==> src/tcc_map.svh <==
// register map, field positions, reset values and timing constants of the timer
// assumes inclusion by bare name from the package and the design modules
`ifndef TCC_MAP_SVH
`define TCC_MAP_SVH

// byte addresses of the register words
`define TCC_ADDR_COUNT 8'h00
`define TCC_ADDR_CCA 8'h04
`define TCC_ADDR_CCB 8'h08
`define TCC_ADDR_MODE 8'h0c
`define TCC_ADDR_CCCTRL 8'h10
`define TCC_ADDR_PRESC 8'h14
`define TCC_ADDR_ONESHOT 8'h18

// widths
`define TCC_CNT_W 16
`define TCC_AW 8

// reset values, count maximum and count step
`define TCC_CNT_RST 16'h0000
`define TCC_CC_RST 16'h0000
`define TCC_CNT_MAX 16'hffff
`define TCC_CNT_ONE 16'h0001

// mode control register fields
`define TCC_MODE_OVF 0
`define TCC_MODE_OUTSEL 1
`define TCC_MODE_LO 2
`define TCC_MODE_HI 3

// capture/compare control register fields
`define TCC_CC_A_CAP 0
`define TCC_CC_A_SRC 1
`define TCC_CC_B_CAP 2

// prescaler mode register fields
`define TCC_PR_DIV_LO 0
`define TCC_PR_DIV_HI 1
`define TCC_PR_EA_LO 4
`define TCC_PR_EA_HI 5
`define TCC_PR_EB_LO 6
`define TCC_PR_EB_HI 7

// one-shot control register fields
`define TCC_OS_TRIG 0
`define TCC_OS_EN 1

// valid edge codes of a capture input
`define TCC_ES_FALL 2'b00
`define TCC_ES_RISE 2'b01
`define TCC_ES_BAD 2'b10
`define TCC_ES_BOTH 2'b11

// ahb encodings
`define TCC_HTRANS_NONSEQ 2'b10
`define TCC_HTRANS_SEQ 2'b11
`define TCC_HRESP_OKAY 1'b0

// prescaler divider width and step
`define TCC_DIV_W 3
`define TCC_DIV_ONE 3'h1

`endif

==> src/tcc_pkg.sv <==
// types shared by the timer modules
// assumes tcc_map.svh is on the include path
`include "tcc_map.svh"

package tcc_pkg;

    // operating mode from the two mode select bits
    typedef enum logic [1:0] {
        TCC_STOP,
        TCC_FREE,
        TCC_EDGE_CLR,
        TCC_MATCH_CLR
    } tcc_mode_t;

    typedef logic [`TCC_CNT_W-1:0] tcc_count_t;

endpackage

==> src/tcc_top.sv <==
// 16-bit timer with two capture/compare registers behind an ahb-lite slave
// assumes a single ahb-lite master, word accesses, capture pins asynchronous to hclk
// Operation
// - count register is read-only and steps by one on each count clock tick.
// - a software read of the count holds off the count tick for a stable value.
// - both mode select bits clear force the count to zero.
// - edge-clear mode zeroes the count on each input A valid edge.
// - match-clear mode zeroes the count when it equals register A.
// - one-shot mode zeroes the count on software trigger or input A valid edge.
// - control bit 0 makes register A capture or compare.
// - register A in compare role raises match A request on equality.
// - input A triggers register A capture on the opposite phase of its valid edge.
// - input B triggers register A capture on the same phase as its valid edge.
// - register A is writable as compare, read-only as capture.
// - reset clears both capture/compare registers and the count.
// - register A at zero matches after the count rolls past all ones.
// - control bit 2 makes register B capture or compare.
// - register B in compare role raises match B request on equality.
// - register B captures the count on the configured valid edge, same phase.
// - register B is writable as compare, read-only as capture.
// - register B at zero matches after the count rolls past all ones.
// - mode select 00 stop, 01 free-run, 10 edge-clear, 11 match-clear.
// - overflow flag sets when the count wraps from all ones to zero.
// - trigger source bit picks input B edge or reversed input A edge.
//
// The register addresses and the AHB-Lite interface to the registers are this design's own decisions.
`include "tcc_map.svh"

module tcc_top
    import tcc_pkg::*;
(
    // clock and reset
    input wire logic hclk,
    input wire logic hresetn,
    // ahb-lite slave
    input wire logic hsel,
    input wire logic [31:0] haddr,
    input wire logic [1:0] htrans,
    input wire logic hwrite,
    input wire logic [2:0] hsize,
    input wire logic [31:0] hwdata,
    input wire logic hready,
    output logic [31:0] hrdata,
    output logic hreadyout,
    output logic hresp,
    // capture pins
    input wire logic capture_input_a,
    input wire logic capture_input_b,
    // match requests
    output logic match_a_irq,
    output logic match_b_irq
);

    // valid edge of an input for its edge code
    function automatic logic valid_edge(input logic [1:0] code, input logic r,
                                        input logic f);
        case (code)
            `TCC_ES_FALL: valid_edge = f;
            `TCC_ES_RISE: valid_edge = r;
            `TCC_ES_BOTH: valid_edge = r | f;
            default: valid_edge = 1'b0;
        endcase
    endfunction

    // opposite phase of the valid edge; both edges gives no capture
    function automatic logic reverse_edge(input logic [1:0] code, input logic r,
                                          input logic f);
        case (code)
            `TCC_ES_FALL: reverse_edge = r;
            `TCC_ES_RISE: reverse_edge = f;
            default: reverse_edge = 1'b0;
        endcase
    endfunction

    // compare hit on a counted step; a register in capture role never matches
    function automatic logic step_hit(input logic step, input logic is_cap,
                                      input tcc_count_t nxt, input tcc_count_t cmp);
        step_hit = step & ~is_cap & (nxt == cmp);
    endfunction

    // write strobe of one register word, raised in its data phase
    function automatic logic wr_hit(input logic pend, input logic [`TCC_AW-1:0] cur,
                                    input logic [`TCC_AW-1:0] addr);
        wr_hit = pend & (cur == addr);
    endfunction

    // registers
    tcc_count_t count_reg;
    tcc_count_t cca_reg;
    tcc_count_t ccb_reg;
    logic [3:0] mode_reg;
    logic [2:0] ccctrl_reg;
    logic [7:0] presc_reg;
    logic os_en_reg;
    logic [31:0] hrdata_reg;
    logic hreadyout_reg;
    logic wr_pend_reg;
    logic [`TCC_AW-1:0] wr_addr_reg;
    logic match_a_reg;
    logic match_b_reg;

    // decoded signals
    tcc_mode_t mode;
    logic access;
    logic rd_acc;
    logic wr_acc;
    logic [`TCC_AW-1:0] a_addr;
    logic count_read;
    logic tick;
    logic run;
    logic a_rise;
    logic a_fall;
    logic b_rise;
    logic b_fall;
    logic [1:0] code_a;
    logic [1:0] code_b;
    logic a_valid;
    logic b_valid;
    logic cap_a_trig;
    logic cap_b_trig;
    logic cca_is_cap;
    logic ccb_is_cap;
    logic os_trig;
    logic edge_clear;
    logic advance;
    logic wrap;
    tcc_count_t count_next;
    logic [31:0] rd_mux;
    logic wr_cca;
    logic wr_ccb;
    logic wr_mode;
    logic wr_ccctrl;
    logic wr_presc;
    logic wr_os;

    // ahb address phase decode; only nonseq/seq transfers are taken
    assign access = hsel & hready & ((htrans == `TCC_HTRANS_NONSEQ) |
                                     (htrans == `TCC_HTRANS_SEQ));
    assign rd_acc = access & ~hwrite;
    assign wr_acc = access & hwrite;
    assign a_addr = haddr[`TCC_AW-1:0];

    // data-phase write strobes
    assign wr_cca = wr_hit(wr_pend_reg, wr_addr_reg, `TCC_ADDR_CCA);
    assign wr_ccb = wr_hit(wr_pend_reg, wr_addr_reg, `TCC_ADDR_CCB);
    assign wr_mode = wr_hit(wr_pend_reg, wr_addr_reg, `TCC_ADDR_MODE);
    assign wr_ccctrl = wr_hit(wr_pend_reg, wr_addr_reg, `TCC_ADDR_CCCTRL);
    assign wr_presc = wr_hit(wr_pend_reg, wr_addr_reg, `TCC_ADDR_PRESC);
    assign wr_os = wr_hit(wr_pend_reg, wr_addr_reg, `TCC_ADDR_ONESHOT);

    // mode decode and role bits
    assign mode = tcc_mode_t'({mode_reg[`TCC_MODE_HI], mode_reg[`TCC_MODE_LO]});
    assign run = (mode != TCC_STOP);
    assign cca_is_cap = ccctrl_reg[`TCC_CC_A_CAP];
    assign ccb_is_cap = ccctrl_reg[`TCC_CC_B_CAP];

    // count clock held off in the cycle a count read is taken
    assign count_read = rd_acc & (a_addr == `TCC_ADDR_COUNT);

    tcc_prescale u_presc (
        .hclk(hclk),
        .hresetn(hresetn),
        .run(run),
        .div_sel(presc_reg[`TCC_PR_DIV_HI:`TCC_PR_DIV_LO]),
        .hold(count_read),
        .tick(tick)
    );

    tcc_edge_sync u_edge_a (
        .hclk(hclk),
        .hresetn(hresetn),
        .pin_in(capture_input_a),
        .rise(a_rise),
        .fall(a_fall)
    );

    tcc_edge_sync u_edge_b (
        .hclk(hclk),
        .hresetn(hresetn),
        .pin_in(capture_input_b),
        .rise(b_rise),
        .fall(b_fall)
    );

    // edge codes of the two inputs
    assign code_a = presc_reg[`TCC_PR_EA_HI:`TCC_PR_EA_LO];
    assign code_b = presc_reg[`TCC_PR_EB_HI:`TCC_PR_EB_LO];

    // valid edges and capture triggers
    assign a_valid = valid_edge(code_a, a_rise, a_fall);
    assign b_valid = valid_edge(code_b, b_rise, b_fall);
    assign cap_a_trig = ccctrl_reg[`TCC_CC_A_SRC] ?
        reverse_edge(code_a, a_rise, a_fall) :
        b_valid;
    assign cap_b_trig = a_valid;

    // clear sources
    assign os_trig = wr_os & hwdata[`TCC_OS_TRIG];
    assign edge_clear = ((mode == TCC_EDGE_CLR) & a_valid) |
                        (os_en_reg & run & (os_trig | a_valid));
    assign advance = run & tick & ~edge_clear;
    assign wrap = advance & (count_reg == `TCC_CNT_MAX);

    // next count value, stop first, then edge clears, then ticks
    always_comb begin
        if (!run) begin
            count_next = `TCC_CNT_RST;
        end else if (edge_clear) begin
            count_next = `TCC_CNT_RST;
        end else if (advance) begin
            if ((mode == TCC_MATCH_CLR) && (count_reg == cca_reg)) begin
                count_next = `TCC_CNT_RST;
            end else begin
                count_next = count_reg + `TCC_CNT_ONE;
            end
        end else begin
            count_next = count_reg;
        end
    end

    // count register, software never writes it
    always_ff @(posedge hclk or negedge hresetn) begin
        if (!hresetn) begin
            count_reg <= `TCC_CNT_RST;
        end else begin
            count_reg <= count_next;
        end
    end

    // capture/compare register a
    always_ff @(posedge hclk or negedge hresetn) begin
        if (!hresetn) begin
            cca_reg <= `TCC_CC_RST;
        end else if (cca_is_cap) begin
            if (cap_a_trig) begin
                cca_reg <= count_reg;
            end
        end else if (wr_cca) begin
            cca_reg <= hwdata[`TCC_CNT_W-1:0];
        end
    end

    // capture/compare register b
    always_ff @(posedge hclk or negedge hresetn) begin
        if (!hresetn) begin
            ccb_reg <= `TCC_CC_RST;
        end else if (ccb_is_cap) begin
            if (cap_b_trig) begin
                ccb_reg <= count_reg;
            end
        end else if (wr_ccb) begin
            ccb_reg <= hwdata[`TCC_CNT_W-1:0];
        end
    end

    // match requests on each counted step that lands on the compare value
    always_ff @(posedge hclk or negedge hresetn) begin
        if (!hresetn) begin
            match_a_reg <= 1'b0;
            match_b_reg <= 1'b0;
        end else begin
            match_a_reg <= step_hit(advance, cca_is_cap, count_next, cca_reg);
            match_b_reg <= step_hit(advance, ccb_is_cap, count_next, ccb_reg);
        end
    end

    // mode control; overflow set wins over a software write
    always_ff @(posedge hclk or negedge hresetn) begin
        if (!hresetn) begin
            mode_reg <= 4'h0;
        end else begin
            if (wr_mode) begin
                mode_reg <= hwdata[3:0];
            end
            if (wrap) begin
                mode_reg[`TCC_MODE_OVF] <= 1'b1;
            end
        end
    end

    // capture/compare control, prescaler and one-shot enable
    always_ff @(posedge hclk or negedge hresetn) begin
        if (!hresetn) begin
            ccctrl_reg <= 3'h0;
            presc_reg <= 8'h00;
            os_en_reg <= 1'b0;
        end else begin
            if (wr_ccctrl) begin
                ccctrl_reg <= hwdata[2:0];
            end
            if (wr_presc) begin
                presc_reg <= hwdata[7:0];
            end
            if (wr_os) begin
                os_en_reg <= hwdata[`TCC_OS_EN];
            end
        end
    end

    // read multiplexer, unmapped words read zero
    always_comb begin
        rd_mux = 32'h0000_0000;
        case (a_addr)
            `TCC_ADDR_COUNT: rd_mux[`TCC_CNT_W-1:0] = count_reg;
            `TCC_ADDR_CCA: rd_mux[`TCC_CNT_W-1:0] = cca_reg;
            `TCC_ADDR_CCB: rd_mux[`TCC_CNT_W-1:0] = ccb_reg;
            `TCC_ADDR_MODE: rd_mux[3:0] = mode_reg;
            `TCC_ADDR_CCCTRL: rd_mux[2:0] = ccctrl_reg;
            `TCC_ADDR_PRESC: rd_mux[7:0] = presc_reg;
            `TCC_ADDR_ONESHOT: rd_mux[`TCC_OS_EN] = os_en_reg;
            default: rd_mux = 32'h0000_0000;
        endcase
    end

    // bus slave: read data sampled in the address phase, writes done in the data phase
    always_ff @(posedge hclk or negedge hresetn) begin
        if (!hresetn) begin
            hrdata_reg <= 32'h0000_0000;
            wr_pend_reg <= 1'b0;
            wr_addr_reg <= '0;
            hreadyout_reg <= 1'b0;
        end else begin
            hreadyout_reg <= 1'b1;
            if (rd_acc) begin
                hrdata_reg <= rd_mux;
            end
            wr_pend_reg <= wr_acc;
            if (wr_acc) begin
                wr_addr_reg <= a_addr;
            end
        end
    end

    assign hrdata = hrdata_reg;
    assign hreadyout = hreadyout_reg;
    assign hresp = `TCC_HRESP_OKAY;
    assign match_a_irq = match_a_reg;
    assign match_b_irq = match_b_reg;

endmodule // tcc_top

==> src/tcc_edge_sync.sv <==
// synchroniser and edge detector for one capture input pin
// assumes the pin is asynchronous to hclk; pulses are one hclk wide
module tcc_edge_sync
    import tcc_pkg::*;
(
    // clock and reset
    input wire logic hclk,
    input wire logic hresetn,
    // pin
    input wire logic pin_in,
    // edge pulses
    output logic rise,
    output logic fall
);

    logic sync1_reg;
    logic sync2_reg;
    logic last_reg;
    logic [2:0] prime_reg;

    // two-stage synchroniser, then a history stage for edge detection
    always_ff @(posedge hclk or negedge hresetn) begin
        if (!hresetn) begin
            sync1_reg <= 1'b0;
            sync2_reg <= 1'b0;
            last_reg <= 1'b0;
            prime_reg <= 3'b000;
        end else begin
            sync1_reg <= pin_in;
            sync2_reg <= sync1_reg;
            last_reg <= sync2_reg;
            prime_reg <= {prime_reg[1:0], 1'b1};
        end
    end

    // edges seen on the settled copy only, once the history holds a real pin sample,
    // so a pin resting high gives no false edge after reset
    assign rise = prime_reg[2] & sync2_reg & ~last_reg;
    assign fall = prime_reg[2] & ~sync2_reg & last_reg;

endmodule // tcc_edge_sync

==> src/tcc_prescale.sv <==
// count clock generator: one-cycle tick every 1, 2, 4 or 8 hclk cycles
// assumes a held tick is delivered as soon as the hold drops; at divide by 1 it merges with the next pulse and is lost
`include "tcc_map.svh"
module tcc_prescale
    import tcc_pkg::*;
(
    // clock and reset
    input wire logic hclk,
    input wire logic hresetn,
    // control
    input wire logic run,
    input wire logic [1:0] div_sel,
    input wire logic hold,
    // count clock pulse
    output logic tick
);

    logic [`TCC_DIV_W-1:0] div_reg;
    logic pend_reg;
    logic raw;

    // raw pulse when the selected divider bits roll to zero
    always_comb begin
        case (div_sel)
            2'b00: raw = run;
            2'b01: raw = run & div_reg[0];
            2'b10: raw = run & (&div_reg[1:0]);
            default: raw = run & (&div_reg);
        endcase
    end

    // free divider, cleared while stopped
    always_ff @(posedge hclk or negedge hresetn) begin
        if (!hresetn) begin
            div_reg <= '0;
        end else if (!run) begin
            div_reg <= '0;
        end else begin
            div_reg <= div_reg + `TCC_DIV_ONE;
        end
    end

    // a pulse that falls on a hold cycle waits until the hold drops
    always_ff @(posedge hclk or negedge hresetn) begin
        if (!hresetn) begin
            pend_reg <= 1'b0;
        end else if (!run) begin
            pend_reg <= 1'b0;
        end else begin
            pend_reg <= hold & (raw | pend_reg);
        end
    end

    assign tick = ~hold & (raw | pend_reg);

endmodule // tcc_prescale

==> config.mk <==
export PLATFORM = sky130hd
export DESIGN_NAME = tcc_top
export DESIGN_NICKNAME = d
export VERILOG_FILES = /design/src/tcc_pkg.sv /design/src/tcc_top.sv /design/src/tcc_edge_sync.sv /design/src/tcc_prescale.sv
export VERILOG_INCLUDE_DIRS = /design/src
export SDC_FILE = /design/constraint.sdc
export NUM_CORES = 1
export LEC_CHECK = 0
export ABC_AREA = 1
export BUFFER_PORTS_ARGS = -buffer_cell sky130_fd_sc_hd__buf_4
export CAP_MARGIN = 25
export CORE_UTILIZATION = 45
export CTS_BUF_LIST = sky130_fd_sc_hd__clkbuf_16
export CTS_CLUSTER_DIAMETER = 120
export DETAILED_ROUTE_END_ITERATION = 8
export GPL_ROUTABILITY_DRIVEN = 0
export PLACE_DENSITY = 0.72
export SYNTH_ARGS = -nofsm -noshare
export SYNTH_HDL_FRONTEND = slang
export SYNTH_SLANG_ARGS = --single-unit
==> constraint.sdc <==
create_clock -name hclk -period 5.89 [get_ports hclk]
set_clock_uncertainty 0.2 [all_clocks]
set_input_delay 0.8835 -clock hclk [delete_from_list [all_inputs] [get_ports hclk]]
set_output_delay 0.8835 -clock hclk [all_outputs]
set_load 0.01 [all_outputs]
==> flow_summary.json <==
{
  "ys_seq_area_share_pct": 40.7,
  "htree_levels": 3,
  "startpoint": "hsel",
  "max_cap_violations": 0,
  "nets": 1034,
  "synth-main-ff-cell": "dfrtp_1",
  "place_ws_ns": 1.92,
  "port_buffers": 50,
  "synth_top_area_cell": "dfrtp_1",
  "tightest_slew_ns": 0.847,
  "cts_tree": "yes",
  "setup_viol": 0,
  "root_buffer": "clkbuf_16",
  "hold_slack_ns": 0.148,
  "die-area_um2": 14700,
  "power_density_nw_per_um2": 358,
  "grt_pass1_vias": 5527,
  "yosysMostFrequentCell": "nand2_1",
  "core.rowCount": 43,
  "drive_gt1_share_pct": 11.8,
  "timing.rr.end": "match_a_irq",
  "setup.worst_path.end_class": "register",
  "crit_fanout": 32,
  "clockBufferDepth": 2,
  "critical_path_required_ns": 5.97,
  "status": "completed",
  "route.detailed.drc": 0,
  "reg2reg_from": "presc_reg[1]",
  "yosysUniqueCellTypes": 42,
  "diodes": 0,
  "dpl.hpwl_mm": 12.9,
  "cts_hold_buf": 0,
  "fin_crit_ns": 3.61,
  "ys_async_sr_fraction_pct": 100,
  "clkSinkCount": 104,
  "final_hold_viol_count": 0,
  "grt.total_usage_pct": 25.8,
  "boundaryPins": 112,
  "fin_setup_tns_ns": 0,
  "clk_pin_slew_ns": 0.07,
  "synth_common_cells": "nand2_1 (300), inv_1 (108), dfrtp_1 (104)",
  "wl_mm": 17.9,
  "initial_core_util_pct": 46.1,
  "dieHeight_um": 121,
  "yosysWarnings": 0,
  "drt_iter0_drc": 691,
  "fp.coreArea_um2": 13900,
  "drt_first_pass_iters": 6,
  "netlist_top_cells_area": "dfrtp_1 (41%), nand2_1 (18%), o21ai_0 (7.2%), inv_1 (6.3%), nor2_1 (3.8%)",
  "max-vdd-ir-drop_mv": 0.156,
  "fin_util_pct": 51.5,
  "synth-edff-count": 0,
  "maxSlewViolCount": 0,
  "cts_resized": 0,
  "crit_path_start_kind": "primary input",
  "relSlewSlack_pct": 43.5,
  "vias_per_cell": 5.34,
  "p_leak_nw": 3.75,
  "insertion_delay_ns": 0.36,
  "ys_seq_elements": 104,
  "cts_buffers": 9,
  "criticalPathCategory": "primary input to register",
  "fmax_mhz": 277,
  "die_w_um": 121,
  "overflow": 0,
  "avgRoutedWirePerCell_um": 15.7,
  "grt_pass1_wl_mm": 28.9,
  "period_share_pct": 61.4,
  "synth.avg_cell_area_um2": 6.98,
  "num_vias": 6076,
  "ant_nets": 0,
  "synth_top_area_share_pct": 40.7,
  "hp-start": "u_edge_b.prime_reg[1]",
  "cts_setup_buffers": 0,
  "syn_area_um2": 6390,
  "r2r_cells": 16,
  "hold_path.class": "register to register",
  "crit_end": "match_a_irq",
  "areaGrowthSynthToFinish_pct": 11.8,
  "grt_max_degree": 67,
  "synth_cells": 916,
  "antenna_found_initial": 0,
  "r2r_setup_slack_ns": 2.72,
  "place_area_um2": 6840,
  "arrival_ns": 3.70,
  "finalWorstSetupSlack_ns": 2.28,
  "rsz0062_at_grt": "false",
  "fin_area_um2": 7150
}
metrics by stage:
step / cells / power (mW)
3_3_place_gp: 1120 / 1.88
6_report: 1137 / 2.56
3_5_place_dp: 1121 / 1.90
5_1_grt: 1137 / 2.75
2_1_floorplan: 932 / 1.65
4_1_cts: 1137 / 2.54
cell type report:
cell class | instances | area (um^2)
sequential | 104 | 2600
inverter | 127 | 477
tap | 180 | 225
timing repair buffer | 54 | 425
clock inverter | 7 | 86.3
fill | 1402 | 6730
clock buffer | 9 | 225
multi-input combinational | 656 | 3110
routing by layer:
| layer | global-route usage, % | vias up | part of all wire [%] |
|---|---|---|---|
| li1 | - | 2979 | - |
| met1 | 36.9 | 2769 | 46 |
| met2 | 38.6 | 285 | 43 |
| met3 | 3.95 | 43 | 7.6 |
| met4 | 11.1 | 0 | 3.3 |
| met5 | 0 | - | 0 |
where the power goes:
group	switching, mW	internal (mW)	total, mW	leakage, nW
Combinational	0.601	0.302	0.903	2.31
Sequential	0.158	0.857	1.01	1.29
Clock	0.271	0.369	0.640	0.154
Total	1.03	1.53	2.56	3.75
worst max-delay path, stage by stage:
cell	delay, ns
buf_4	0.11
nand3_1	0.09
nor2_1	0.06
inv_1	0.61
nor2_4	0.10
inv_2	0.08
nand2_1	0.09
a21oi_2	0.63
nand2_1	0.22
nand2_1	0.17
nand2_1	0.07
nand2_1	0.07
nand2_1	0.05
inv_1	0.05
nand2_1	0.05
nor2_1	0.16
nand3_1	0.09
nor2_1	0.12
worst min path at each step:
stage / endpoint / slack (ns) / depth (start not counted)
floorplan: u_edge_a.prime_reg[2] / 0.13 / 0
global placement: u_edge_b.sync2_reg / 0.13 / 0
CTS: u_edge_a.prime_reg[2] / 0.15 / 0
detailed placement: u_edge_a.prime_reg[2] / 0.14 / 0
global route: u_edge_b.sync2_reg / 0.16 / 0
finish: u_edge_a.prime_reg[2] / 0.15 / 0
cells in the final DEF (no fill, tap or decap), types with 3 or more instances in the layout:
cell type and count:
a21oi_1 16, xor2_1 7, nand4_1 16, nand2_1 300
nand3_2 6, dfrtp_1 104, buf_4 53, clkinv_1 4
inv_2 17, nor2_1 64, a221oi_1 4, inv_1 108
nand2_2 6, ha_1 6, o211ai_1 16, clkbuf_16 9
conb_1 18, o21ai_1 6, o21ai_0 91, nor2_4 3
nand3_1 43, nor3_1 9, nor2_2 6, o22ai_1 19
kinds of logic after synthesis:
group,count (synthesis),synth area share (%)
AOI/OAI and AO/OA,166,14.9
xor gates and xnor gates,8,1.10
and+or+nand+nor,458,30.4
other,2,0.117
adders and majority gates,6,1.17
buffers and inverters,172,11.7
DFF,104,40.7
Note: power is estimated with default switching activity, not from simulation.
